<file path="config.mk">
export PLATFORM = sky130hd
export DESIGN_NAME = hdx_macro_rx
export DESIGN_NICKNAME = d
export VERILOG_FILES = /design/src/hdx_pkg.sv /design/src/hdx_fifo.sv /design/src/hdx_macro_rx.sv
export VERILOG_INCLUDE_DIRS = /design/src
export SDC_FILE = /design/constraint.sdc
export NUM_CORES = 1
export LEC_CHECK = 0
export BUFFER_PORTS_ARGS = -buffer_cell sky130_fd_sc_hd__clkbuf_2
export CAP_MARGIN = 15
export CORE_UTILIZATION = 52
export CTS_BUF_LIST = sky130_fd_sc_hd__clkbuf_4
export DETAILED_ROUTE_END_ITERATION = 16
export PLACE_DENSITY = 0.7
export SETUP_SLACK_MARGIN = 0.5
export SLEW_MARGIN = 20
export SYNTH_ARGS = -nofsm -noshare
export SYNTH_HDL_FRONTEND = slang
export SYNTH_SLANG_ARGS = --single-unit
export TNS_END_PERCENT = 30
</file>
<file path="constraint.sdc">
create_clock -name clk_sys -period 4.35 [get_ports clk_sys]
set_clock_uncertainty 0.2 [all_clocks]
set_input_delay 0 -clock clk_sys [delete_from_list [all_inputs] [get_ports clk_sys]]
set_output_delay 0 -clock clk_sys [all_outputs]
set_load 0.02 [all_outputs]
</file>
<file path="src/hdx_defs.svh">
// timing counts, reset values and field positions for the half-duplex receive block
`ifndef HDX_DEFS_SVH
`define HDX_DEFS_SVH

`define HDX_CLK_HZ 10000000
`define HDX_CYC_PER_MS (`HDX_CLK_HZ / 1000)

`define HDX_DLY_1200_MS 30
`define HDX_DLY_2400_MS 15
`define HDX_DLY_4800_MS 8
`define HDX_DLY_9600_MS 5
`define HDX_DLY_19200_MS 3

`define HDX_DLY_W 19
`define HDX_TRC_W 11
`define HDX_TRACE_CAP 1024
`define HDX_RST_CYC 16
`define HDX_FIFO_DEPTH 16

`define HDX_ERR_OVR 2
`define HDX_ERR_FRM 1
`define HDX_ERR_PAR 0
`define HDX_CHAR_W 8
`define HDX_ENTRY_W 11

`define HDX_STATE_RST '0

`endif

</file>
<file path="src/hdx_pkg.sv">
// types shared by the half-duplex receive block
`include "hdx_defs.svh"
package hdx_pkg;

  typedef enum logic [1:0] {
    PH_IDLE,
    PH_SEND,
    PH_HOLD,
    PH_RECV
  } hdx_phase_t;

  typedef enum logic [2:0] {
    BAUD_1200,
    BAUD_2400,
    BAUD_4800,
    BAUD_9600,
    BAUD_19200
  } hdx_baud_t;

  typedef struct packed {
    hdx_phase_t phase;
    logic [`HDX_DLY_W-1:0] dlyCnt;
    logic rcvOn;
    logic inMsg;
    logic [7:0] rcvCnt;
    logic [2:0] accErr;
    logic [2:0] errFlags;
    logic restartPend;
    logic restartBusy;
    logic [7:0] rstCnt;
    logic echoAct;
    logic echoBitPrev;
    logic fatal;
    logic [`HDX_TRC_W-1:0] traceCnt;
    logic trcVld;
    logic [`HDX_ENTRY_W-1:0] trcData;
    logic msgVld;
    logic [7:0] msgData;
    logic msgLast;
    logic rcvDone;
    logic sendCmpl;
  } hdx_port_t;

  typedef struct packed {
    hdx_port_t [1:0] p;
  } hdx_state_t;

endpackage

</file>
<file path="src/hdx_fifo.sv">
// receive buffer fifo with valid/ready on both sides and a flush input
`timescale 1ns/1ps
module hdx_fifo #(
  parameter int WIDTH = 11,
  parameter int DEPTH = 16
) (
  // clock and reset
  input wire logic clk_sys,
  input wire logic rst_n,
  // flush
  input wire logic clr,
  // fill side
  input wire logic inValid,
  output logic inReady,
  input wire logic [WIDTH-1:0] inData,
  // drain side
  output logic outValid,
  input wire logic outReady,
  output logic [WIDTH-1:0] outData
);
  localparam int AW = (DEPTH > 1) ? $clog2(DEPTH) : 1;

  typedef struct packed {
    logic [DEPTH-1:0][WIDTH-1:0] mem;
    logic [AW-1:0] wrPtr;
    logic [AW-1:0] rdPtr;
    logic [AW:0] count;
  } hdx_fifo_state_t;

  hdx_fifo_state_t state_ff;
  hdx_fifo_state_t nxt_state;
  logic push;
  logic pop;

  function automatic logic [AW-1:0] bump(input logic [AW-1:0] p);
    if (p == AW'(DEPTH - 1)) begin
      return '0;
    end
    return p + AW'(1);
  endfunction

  assign inReady = (state_ff.count != (AW + 1)'(DEPTH));
  assign outValid = (state_ff.count != '0);
  assign outData = state_ff.mem[state_ff.rdPtr];
  assign push = inValid & inReady;
  assign pop = outValid & outReady;

  always_comb begin
    nxt_state = state_ff;
    if (clr) begin
      nxt_state.wrPtr = '0;
      nxt_state.rdPtr = '0;
      nxt_state.count = '0;
    end else begin
      if (push) begin
        nxt_state.mem[state_ff.wrPtr] = inData;
        nxt_state.wrPtr = bump(state_ff.wrPtr);
      end
      if (pop) begin
        nxt_state.rdPtr = bump(state_ff.rdPtr);
      end
      if (push && !pop) begin
        nxt_state.count = state_ff.count + (AW + 1)'(1);
      end else if (pop && !push) begin
        nxt_state.count = state_ff.count - (AW + 1)'(1);
      end
    end
  end

  always_ff @(posedge clk_sys or negedge rst_n) begin
    if (!rst_n) begin
      state_ff <= '0;
    end else begin
      state_ff <= nxt_state;
    end
  end
endmodule

</file>
<file path="src/hdx_macro_rx.sv">
// two-port half-duplex macro receive path: buffer clearing, hold-off, errors, trace, restart
//
// Behaviour
// - buffer flushed at sequence start and again when the send part completes.
// - characters before send completion are dropped but still traced.
// - send completes only after a hold delay; characters inside it are dropped.
// - hold delay by baud: 30, 15, 8, 5, 3 ms for 1200 to 19200.
// - errored characters are buffered together with their error bits.
// - matched message sets the error flags its characters carry.
// - unmatched buffered data is skipped and leaves error flags untouched.
// - error bits go into the trace up to trace capacity.
// - restart request acts at next macro completion, never cuts a running macro.
// - restart request bit clears itself when restart processing ends.
// - echoback controls and status work only in macro mode with modem control.
// - per-port echoback disable bit, 1 disabled, hides own transmit while RTS.
// - disabled echoback: characters during RTS neither buffered nor traced.
// - setting the disable bit acts now; clearing waits for program start.
// - status flag shows the echoback setting in use, 1 disabled.
// - enabled echoback: echoed characters traced then dropped, no receive needed.
`timescale 1ns/1ps
`include "hdx_defs.svh"
module hdx_macro_rx
  import hdx_pkg::*;
#(
  parameter int DLY_1200_CYC = `HDX_DLY_1200_MS * `HDX_CYC_PER_MS,
  parameter int DLY_2400_CYC = `HDX_DLY_2400_MS * `HDX_CYC_PER_MS,
  parameter int DLY_4800_CYC = `HDX_DLY_4800_MS * `HDX_CYC_PER_MS,
  parameter int DLY_9600_CYC = `HDX_DLY_9600_MS * `HDX_CYC_PER_MS,
  parameter int DLY_19200_CYC = `HDX_DLY_19200_MS * `HDX_CYC_PER_MS,
  parameter int TRACE_CAP = `HDX_TRACE_CAP,
  parameter int RST_CYC = `HDX_RST_CYC,
  parameter int FIFO_DEPTH = `HDX_FIFO_DEPTH
) (
  // clock and reset
  input wire logic clk_sys,
  input wire logic rst_n,
  // macro sequencing, one bit per port, plus baud select and expected header and length fields per port
  input wire logic [1:0] seqStart,
  input wire logic [1:0] sendStart,
  input wire logic [1:0] sendDone,
  input wire logic [1:0] recvStart,
  input wire logic [1:0] macroDone,
  input wire logic [1:0] macroRunInstr,
  input wire logic [1:0][2:0] baudSel,
  input wire logic [1:0][7:0] expHead,
  input wire logic [1:0][7:0] expLen,
  // control bits
  input wire logic [1:0] restartReq,
  input wire logic [1:0] echoDisableBit,
  input wire logic [1:0] hostStart,
  input wire logic [1:0] modeMacro,
  input wire logic [1:0] modemCtl,
  input wire logic [1:0] rtsActive,
  input wire logic [1:0] traceEnable,
  // received characters from the deserialiser
  input wire logic [1:0] rxValid,
  output logic [1:0] rxReady,
  input wire logic [1:0][7:0] rxData,
  input wire logic [1:0][2:0] rxErr,
  // matched message out
  output logic [1:0] msgValid,
  output logic [1:0][7:0] msgData,
  output logic [1:0] msgLast,
  output logic [1:0] recvDone,
  output logic [1:0] sendComplete,
  // status
  output logic [1:0][2:0] errFlags,
  output logic [1:0] restartBit,
  output logic [1:0] echoStatus,
  output logic [1:0] fatalBoardError,
  // character trace
  output logic [1:0] traceValid,
  output logic [1:0][10:0] traceData,
  output logic [1:0] traceFull
);

  hdx_state_t state_ff;
  hdx_state_t nxt_state;
  logic [1:0] flushC;
  logic [1:0] canStore;
  logic [1:0] rxReadyC;
  logic [1:0] popC;
  logic [1:0] fifoInRdy;
  logic [1:0] fifoOutVld;
  logic [1:0][10:0] fifoOutData;
  logic [1:0][10:0] fifoInData;
  logic [1:0] echoEff;

  function automatic logic [`HDX_DLY_W-1:0] holdCycles(input logic [2:0] sel);
    case (hdx_baud_t'(sel))
      BAUD_1200: return `HDX_DLY_W'(DLY_1200_CYC);
      BAUD_2400: return `HDX_DLY_W'(DLY_2400_CYC);
      BAUD_4800: return `HDX_DLY_W'(DLY_4800_CYC);
      BAUD_9600: return `HDX_DLY_W'(DLY_9600_CYC);
      default: return `HDX_DLY_W'(DLY_19200_CYC);
    endcase
  endfunction

  // intake handshake, independent of rxValid
  always_comb begin
    for (int i = 0; i < 2; i++) begin
      echoEff[i] = state_ff.p[i].echoAct & modeMacro[i] & modemCtl[i];
      canStore[i] = !rtsActive[i] && !state_ff.p[i].restartBusy &&
                    (state_ff.p[i].phase == PH_IDLE || state_ff.p[i].phase == PH_RECV);
      rxReadyC[i] = !canStore[i] || fifoInRdy[i];
      // no pop while a new receive starts, its entry would be lost
      popC[i] = state_ff.p[i].rcvOn && !recvStart[i] && !state_ff.p[i].restartBusy &&
                fifoOutVld[i];
      fifoInData[i] = {rxErr[i], rxData[i]};
    end
  end

  always_comb begin
    logic takeRx;
    logic [7:0] ch;
    logic [2:0] er;
    logic [2:0] acc;
    logic [2:0] errSet;
    logic [7:0] cnt;
    takeRx = 1'b0;
    ch = '0;
    er = '0;
    acc = '0;
    errSet = '0;
    cnt = '0;
    nxt_state = state_ff;
    flushC = '0;
    for (int i = 0; i < 2; i++) begin
      errSet = '0;
      nxt_state.p[i].trcVld = 1'b0;
      nxt_state.p[i].msgVld = 1'b0;
      nxt_state.p[i].msgLast = 1'b0;
      nxt_state.p[i].rcvDone = 1'b0;
      nxt_state.p[i].sendCmpl = 1'b0;

      // echoback setting in use
      if (hostStart[i]) begin
        nxt_state.p[i].echoAct = echoDisableBit[i];
      end else if (echoDisableBit[i] && !state_ff.p[i].echoBitPrev) begin
        nxt_state.p[i].echoAct = 1'b1;
      end
      nxt_state.p[i].echoBitPrev = echoDisableBit[i];

      // send phases
      if (seqStart[i]) begin
        flushC[i] = 1'b1;
      end
      case (state_ff.p[i].phase)
        PH_IDLE, PH_RECV: begin
          if (sendStart[i]) begin
            nxt_state.p[i].phase = PH_SEND;
          end
        end
        PH_SEND: begin
          if (sendDone[i]) begin
            nxt_state.p[i].phase = PH_HOLD;
            nxt_state.p[i].dlyCnt = holdCycles(baudSel[i]);
          end
        end
        PH_HOLD: begin
          if (state_ff.p[i].dlyCnt <= `HDX_DLY_W'(1)) begin
            nxt_state.p[i].phase = PH_RECV;
            nxt_state.p[i].sendCmpl = 1'b1;
            flushC[i] = 1'b1;
          end else begin
            nxt_state.p[i].dlyCnt = state_ff.p[i].dlyCnt - `HDX_DLY_W'(1);
          end
        end
        default: begin
          nxt_state.p[i].phase = PH_IDLE;
        end
      endcase
      if (macroDone[i]) begin
        nxt_state.p[i].phase = PH_IDLE;
      end

      // trace every accepted character except hidden echo, while traceEnable is set and the trace is below capacity
      takeRx = rxValid[i] && rxReadyC[i];
      if (takeRx && !(echoEff[i] && rtsActive[i]) && traceEnable[i] &&
          state_ff.p[i].traceCnt < `HDX_TRC_W'(TRACE_CAP)) begin
        nxt_state.p[i].trcVld = 1'b1;
        nxt_state.p[i].trcData = fifoInData[i];
        nxt_state.p[i].traceCnt = state_ff.p[i].traceCnt + `HDX_TRC_W'(1);
      end

      // receive: hunt for the header, then collect the message
      if (recvStart[i]) begin
        nxt_state.p[i].rcvOn = 1'b1;
        nxt_state.p[i].inMsg = 1'b0;
        nxt_state.p[i].rcvCnt = '0;
        nxt_state.p[i].accErr = '0;
      end else if (popC[i]) begin
        ch = fifoOutData[i][7:0];
        er = fifoOutData[i][10:8];
        if (state_ff.p[i].inMsg || ch == expHead[i]) begin
          acc = state_ff.p[i].inMsg ? (state_ff.p[i].accErr | er) : er;
          cnt = state_ff.p[i].inMsg ? (state_ff.p[i].rcvCnt + 8'h01) : 8'h01;
          nxt_state.p[i].inMsg = 1'b1;
          nxt_state.p[i].accErr = acc;
          nxt_state.p[i].rcvCnt = cnt;
          nxt_state.p[i].msgVld = 1'b1;
          nxt_state.p[i].msgData = ch;
          if (cnt >= expLen[i]) begin
            nxt_state.p[i].msgLast = 1'b1;
            nxt_state.p[i].rcvDone = 1'b1;
            nxt_state.p[i].rcvOn = 1'b0;
            nxt_state.p[i].inMsg = 1'b0;
            errSet = acc;
          end
        end
        // skipped characters drop their error bits here
      end

      // restart processing
      if (state_ff.p[i].restartBusy) begin
        flushC[i] = 1'b1;
        nxt_state.p[i].phase = PH_IDLE;
        nxt_state.p[i].rcvOn = 1'b0;
        nxt_state.p[i].inMsg = 1'b0;
        nxt_state.p[i].errFlags = '0;
        nxt_state.p[i].traceCnt = '0;
        if (macroRunInstr[i]) begin
          nxt_state.p[i].fatal = 1'b1;
        end
        if (state_ff.p[i].rstCnt == 8'h00) begin
          nxt_state.p[i].restartBusy = 1'b0;
          nxt_state.p[i].restartPend = 1'b0;
        end else begin
          nxt_state.p[i].rstCnt = state_ff.p[i].rstCnt - 8'h01;
        end
      end else if (state_ff.p[i].restartPend && macroDone[i]) begin
        nxt_state.p[i].restartBusy = 1'b1;
        nxt_state.p[i].rstCnt = 8'(RST_CYC - 1);
      end
      if (restartReq[i]) begin
        nxt_state.p[i].restartPend = 1'b1;
      end

      // set wins over the restart clear
      nxt_state.p[i].errFlags = nxt_state.p[i].errFlags | errSet;
    end
  end

  always_ff @(posedge clk_sys or negedge rst_n) begin
    if (!rst_n) begin
      state_ff <= `HDX_STATE_RST;
    end else begin
      state_ff <= nxt_state;
    end
  end

  for (genvar g = 0; g < 2; g++) begin : gPort
    // one buffer per port keeps the ports apart
    hdx_fifo #(
      .WIDTH(`HDX_ENTRY_W),
      .DEPTH(FIFO_DEPTH)
    ) uFifo (
      .clk_sys(clk_sys),
      .rst_n(rst_n),
      .clr(flushC[g]),
      .inValid(rxValid[g] & canStore[g]),
      .inReady(fifoInRdy[g]),
      .inData(fifoInData[g]),
      .outValid(fifoOutVld[g]),
      .outReady(popC[g]),
      .outData(fifoOutData[g])
    );

    assign rxReady[g] = rxReadyC[g];
    assign msgValid[g] = state_ff.p[g].msgVld;
    assign msgData[g] = state_ff.p[g].msgData;
    assign msgLast[g] = state_ff.p[g].msgLast;
    assign recvDone[g] = state_ff.p[g].rcvDone;
    assign sendComplete[g] = state_ff.p[g].sendCmpl;
    assign errFlags[g] = state_ff.p[g].errFlags;
    assign restartBit[g] = state_ff.p[g].restartPend;
    assign echoStatus[g] = state_ff.p[g].echoAct & modeMacro[g] & modemCtl[g];
    assign fatalBoardError[g] = state_ff.p[g].fatal;
    assign traceValid[g] = state_ff.p[g].trcVld;
    assign traceData[g] = state_ff.p[g].trcData;
    assign traceFull[g] = (state_ff.p[g].traceCnt >= `HDX_TRC_W'(TRACE_CAP));
  end
endmodule

</file>
==> metrics.txt, run 1 <==
Crit path required time 5.07 ns; Vias 19,530; CP cell instances and2_1 -> a22oi_1 -> nand2_1 -> o21ai_0 -> or4_1 -> a21oi_4 -> nand2_1 -> a21oi_1 -> dlygate4sd3_1; Reg clk slew, reported paths 0.06 ns; first-pass GRT wire length 111,500 um; top-area cell type share of the netlist area 49.99%; largest net degree at the start of global routing 103; Critical Path End Type flop; Hold Path End restartBit[0]; row cnt 83; Adder-Cell Fraction of Synth Area 2.527%; Power Density 321.8 nW/um2; total clock sinks 546; outcome finished clean; DRC 0; Crit path max-delay family simple AND/OR/NAND/NOR gates; commonest cells after routing, fill and taps aside dfrtp_1, mux2_2, clkbuf_4, nand2_1, dlygate4sd3_1; Comb power frac 5.8%; internal power 7.752 mW; critical path fanouts, max 22; fin. max-slew vios 0; Max IR drop VDD 0.0002377 V; Post-Synth XOR/XNOR Area 2.435%; Detail Route Antenna Nets 0; ys flop type dfrtp_1; number of buffers created by CTS 147; DP HPWL 43,760 um; Buf+Inv Stages, Crit Path 1; register area share after synthesis 49.99%; Worst R2R Setup Slack 0.62 ns; commonest non-fill, non-tap cell in the layout dfrtp_1; switching power of the nets 2.568 mW; Final min period 3.735 ns; Reg power frac 50.3%; CP startpoint kind flop; cell taking the most area after synthesis dfrtp_1; clk root buf clkbuf_4; Clock Power Share 43.9%; final cycle utilization of the critical path 85.86%; Total Routing Usage GR 26.89%; TritonCTS clock tree built; Synth Area per Inst 11.97 um2; Synth Net Count 2,427; # IOs 154; Syn Inst Count 2,283; Net Sw Frac 24.88%; final hold slack 0.07718 ns; grt ovf 0; share of layout cells above drive strength 1 32.71%; width of the die 231.3 um; vias in the first global route 20,290; chip height 231.3 um; drt total wl 69,250 um; post-synthesis simple-gate area fraction 8.698%; worst-case clock buffer depth 3; Syn-to-layout area delta 17.32%; Mapped Area 27,330 um2; Cell variety after synth 78; critical path start-end classification flop to flop; largest family of logic cells by synthesized area multiplexers; Worst Max-Slew Pin Slew 1.034 ns; fmax 0.2677 GHz; NumNets Final 2,770; Worst EP arrival 4.46 ns; Worst R2R End state_ff[139]; initial antenna violation count 2; Pre-antenna DRT Iters 5; Worst Hold Launch restartReq[0]; worst hold path type input pin to flop; EDFF count, synth 0; setup TNS 0 ns; DR iter-0 viols 1,241; # port buffers 153; Slew HR 30.72%; Die Area 53,480 um2; # setup viols final 0; total core area 51,610 um2; Clock Latency Late Sink 1.00 ns; WL per Instance 20.32 um; asr flop ratio synth 100.0%; DR vias/cell 5.729; Final Hold Fails 0; max cap viols 0; yosys warns 0; R2R depth 9; Setup Fix Bufs, Post-CTS 0; complex-gate fraction of the synthesized area 7.338%; count of state elements after synthesis 546; Placer Congestion 0.9414; synth top area cells dfrtp_1, mux2_2, mux4_2; Worst path most repeated cell nand2_1; leak pwr 15.29 nW; RSZ-0062 raised after global routing yes; initial core utilization 52.95%; H-tree depth 4; slowest CP cell dfrtp_4; worst hold stages 4; largest stage delay on the critical path 0.71 ns; worst r2r src gPort[1].uFifo.state_ff[5]; mux cell area share after synthesis 24.09%
## cell usage after synthesis, drive strengths merged, types with 10 or more instances
| cell | number |
|---|---|
| dfrtp | 546 |
| mux2 | 371 |
| nand2 | 204 |
| buf | 108 |
| nor2 | 103 |
| mux2i | 87 |
| inv | 84 |
| o21ai | 80 |
| clkbuf | 79 |
| a21oi | 72 |
| mux4 | 66 |
| ha | 52 |
| xor2 | 41 |
| nor3 | 40 |
| xnor2 | 35 |
| nand3 | 34 |
| a22oi | 28 |
| and2 | 27 |
| a21o | 17 |
| nor4 | 17 |
| or3 | 16 |
| a22o | 15 |
| and3 | 13 |
| or4 | 12 |
| a31oi | 11 |
| o22ai | 10 |
## registers in the layout (all words and copies together), names as in the netlist, 6 cells and up
register / flops
traceData: 22
msgData: 16
gPort.uFifo.state_ff: 378
errFlags: 6
state_ff: 112
## power by group through the flow
stage          Sequential (mW)  Clock, mW  Combinational, mW
6_report                  5.19       4.53              0.601
5_1_grt                   5.19       4.95              0.664
4_1_cts                   5.19       4.65              0.602
3_5_place_dp              5.28          0              0.465
3_3_place_gp              5.28          0              0.453
2_1_floorplan             5.27          0              0.235
## layout make-up
cell class / count / area (um2)
well taps: 680 / 850.8
multi-input cells: 1463 / 12350
flip-flops and latches: 546 / 13680
clock inverters: 31 / 178.9
repair buffers: 381 / 3048
inverters: 87 / 326.6
clock buffers: 216 / 1622
diodes: 4 / 10.01
fillers: 4068 / 19550
## layer usage
metal	wire, um	part of all wire, %	GRT usage [%]
met5	0	0	0
met1	31030	45	36.24
met2	33220	48	42.49
met3	3461	5.0	6.176
met4	1532	2.2	9.872
## how the worst max path moves through the flow
stage | start | end | cells past startpoint
after floorplan | gPort[1].uFifo.state_ff[1] | gPort[1].uFifo.state_ff[4] | 13
final | gPort[1].uFifo.state_ff[5] | state_ff[139] | 9
after global placement | gPort[0].uFifo.state_ff[6] | msgData[3] | 9
after CTS | state_ff[54] | state_ff[63] | 14
after global routing | state_ff[54] | state_ff[63] | 14
after detailed placement | gPort[0].uFifo.state_ff[6] | msgData[0] | 9
## tightest hold or removal path, stage by stage
cell	delay, ns
dlygate4sd3_1	0.52
clkbuf_2	0.09
dlygate4sd3_1	0.54
a21o_1	0.08
## stage by stage
step | power [mW] | setup slack, ns | util [%] | cell area, um2 | cells
after floorplan | 5.504 | 1.300 | - | 27330 | 2283
after global routing | 10.81 | 0.4533 | 62.12 | 32060 | 3408
after global placement | 5.731 | 0.5994 | 54.99 | 28380 | 2975
after CTS | 10.44 | 0.5176 | 62.04 | 32020 | 3404
final | 10.32 | 0.6151 | 62.12 | 32060 | 3408
after detailed placement | 5.746 | 0.5969 | 54.99 | 28380 | 2975
## cells by family after synthesis
logic type	count (synthesis)
multiplexers	524
adder cells (fa/ha/maj)	54
flip-flops	546
AND/OR/NAND/NOR	508
buffers and inverters	274
AO/OA/AOI/OAI	301
XOR/XNOR	76
## what timing repair did
item	CTS	global route
setup endpoints to repair	0	44
gates resized for setup	0	11
hold endpoints to repair	1082	0
hold buffers	182	0
Power figures use the tool's default switching activity.
==> inputs of run 2 (changes only) <==
--- a/config.mk
+++ b/config.mk
@@ -12,6 +12,7 @@
 export CTS_BUF_LIST = sky130_fd_sc_hd__clkbuf_4
 export DETAILED_ROUTE_END_ITERATION = 16
 export PLACE_DENSITY = 0.7
+export REMOVE_ABC_BUFFERS = 1
 export SETUP_SLACK_MARGIN = 0.5
 export SLEW_MARGIN = 20
 export SYNTH_ARGS = -nofsm -noshare
==> metrics.txt, run 2 (synthesis results as in run 1) <==
width of the die 231.3 um (unchanged); outcome finished clean; Max IR drop VDD 0.0002519 V (+6.0%); largest net degree at the start of global routing 128 (+24%); fmax 0.2633 GHz (-1.7%); DR iter-0 viols 1,103 (-11%); Largest register FFs 378 (unchanged); grt ovf 0 (unchanged); H-tree depth 4 (unchanged); total core area 51,610 um2 (unchanged); Syn-to-layout area delta 18.66%; Vias 19,600 (+0.37%); # IOs 154 (unchanged); TritonCTS clock tree built; critical path fanouts, max 11 (-50%); Detail Route Antenna Nets 0 (unchanged); clk root buf clkbuf_4; share of layout cells above drive strength 1 32.79% (+0.080 points); final instance area 32,430 um2 (+1.1%); Slew HR 32.12% (+1.4 points); R2R depth 9 (unchanged); largest reg by FF count gPort.uFifo.state_ff; Placer Congestion 0.8359 (-11%); final hold slack 0.06548 ns (-0.01170 ns); setup TNS 0 ns (unchanged); final cycle utilization of the critical path 87.31% (+1.5 points); leak pwr 15.49 nW (+1.3%); Worst EP arrival 4.42 ns (-0.04 ns); total clock sinks 546 (unchanged); Total Routing Usage GR 25.81% (-1.1 points); crit path to gPort[1].uFifo.state_ff[106]; Worst Max-Slew Pin Slew 1.018 ns (-0.01537 ns); area post-placement 28,420 um2 (+0.11%); DR vias/cell 5.697 (-0.56%); row cnt 83 (unchanged); Worst R2R Setup Slack 0.55 ns (-0.06 ns); Final Hold Fails 0 (unchanged); Pre-antenna DRT Iters 5 (unchanged); commonest cells after routing, fill and taps aside dfrtp_1, mux2_2, clkbuf_4, nand2_1, dlygate4sd3_1; worst-case clock buffer depth 3 (unchanged); CP startpoint kind flop; chip height 231.3 um (unchanged); Layout fillers 3,969 (-2.4%); # port buffers 153 (unchanged); drt total wl 66,730 um (-3.6%); Final min period 3.798 ns (+0.06319 ns); Die Area 53,480 um2 (unchanged); max cap viols 0 (unchanged); RSZ-0062 raised after global routing yes; # setup viols final 0 (unchanged); vias in the first global route 20,570 (+1.4%); initial core utilization 52.95% (unchanged); Worst R2R End gPort[1].uFifo.state_ff[106]; fin. max-slew vios 0 (unchanged); initial antenna violation count 2 (unchanged); WL per Instance 19.40 um (-4.5%); Clock Latency Late Sink 0.97 ns (-0.03 ns); Power Density 325.3 nW/um2 (+1.1%); critical path start-end classification flop to flop; worst r2r src state_ff[163]; first-pass GRT wire length 108,400 um (-2.8%); Setup crit start state_ff[163]; DP HPWL 42,060 um (-3.9%); Critical Path End Type flop; Crit path required time 4.97 ns (-0.10 ns); Reg clk slew, reported paths 0.06 ns (about the same); worst hold path type input pin to asynchronous set/reset pin; commonest non-fill, non-tap cell in the layout dfrtp_1; NumNets Final 2,798 (+1.0%); DRC 0 (unchanged); number of buffers created by CTS 149 (+1.4%)
==> run 2: cell types whose count changed in the layout (fill, tap and decap cells not counted), moves of 3 or more <==
cell and delta:
bufinv_16 +3, dlygate4sd3_1 +20, buf_4 +6, clkbuf_4 +10
==> run 2: area by class of cell <==
cell class,instances,area (um2),area share [%]
Antenna cell,3,7.507,0.02315
Clock buffer,226,1697,5.231
Clock inverter,28,236.5,0.7291
Inverter,87,326.6,1.007
Multi-Input combinational cell,1463,12360,38.11
Sequential cell,546,13670,42.15
Tap cell,680,850.8,2.623
Timing Repair Buffer,407,3284,10.13
==> run 2: worst min-delay path by stage <==
stage / start / endpoint / slack (ns) / depth (start not counted)
after floorplan: rst_n / errFlags[0] / -0.50 / 0
final: rst_n / gPort[0].uFifo.state_ff[123] / 0.07 / 3
after CTS: expHead[4] / state_ff[63] / 0.01 / 7
after detailed placement: echoDisableBit[0] / state_ff[36] / -0.07 / 1
after global routing: restartReq[0] / restartBit[0] / 0.04 / 4
after global placement: echoDisableBit[0] / state_ff[36] / -0.08 / 1
==> run 2: power breakdown <==
part           switching (mW)  internal (mW)
registers              0.0540           5.14
logic                   0.358          0.253
clock network            2.10           2.64
total                    2.52           8.03
==> run 2: critical path: stages, from the launching register on <==
cell           delay, ns
dfrtp_1             0.43
or4_1               0.60
nor3_1              0.32
nor4b_2             0.42
or3_1               0.32
nor4_1              0.14
nand2_1             0.08
dlygate4sd3_1       0.54
buf_4               0.24
mux2_2              0.36
==> run 2: timing repair <==
action / in CTS / in global routing
buffers inserted: 0 / 1
pin swaps: 0 / 0
gates resized for setup: 2 / 7
setup endpoints to repair: 11 / 54
endpoints found under the hold margin: 1090 / 0
hold buffers: 201 / 0
==> run 2: stage by stage <==
stage	instances	setup slack, ns	utilization (%)	power [mW]
3_5_place_dp	2981	0.3269	55.06	5.740
3_3_place_gp	2981	0.4081	55.06	5.723
6_report	3440	0.5519	62.84	10.55
2_1_floorplan	2096	0.1849	-	5.436
4_1_cts	3436	0.5223	62.71	10.69
5_1_grt	3440	0.3485	62.84	11.04
==> run 2: routing by layer <==
metal  up-vias  track usage, %  wire length, um  part of all wire, %
li1       8942               -                -                    -
met1     10040           33.79            29450                   44
met2       502           41.69            32460                   49
met3       114           6.139             3339                  5.0
met4         0           9.603             1483                  2.2
met5         -               0                0                    0
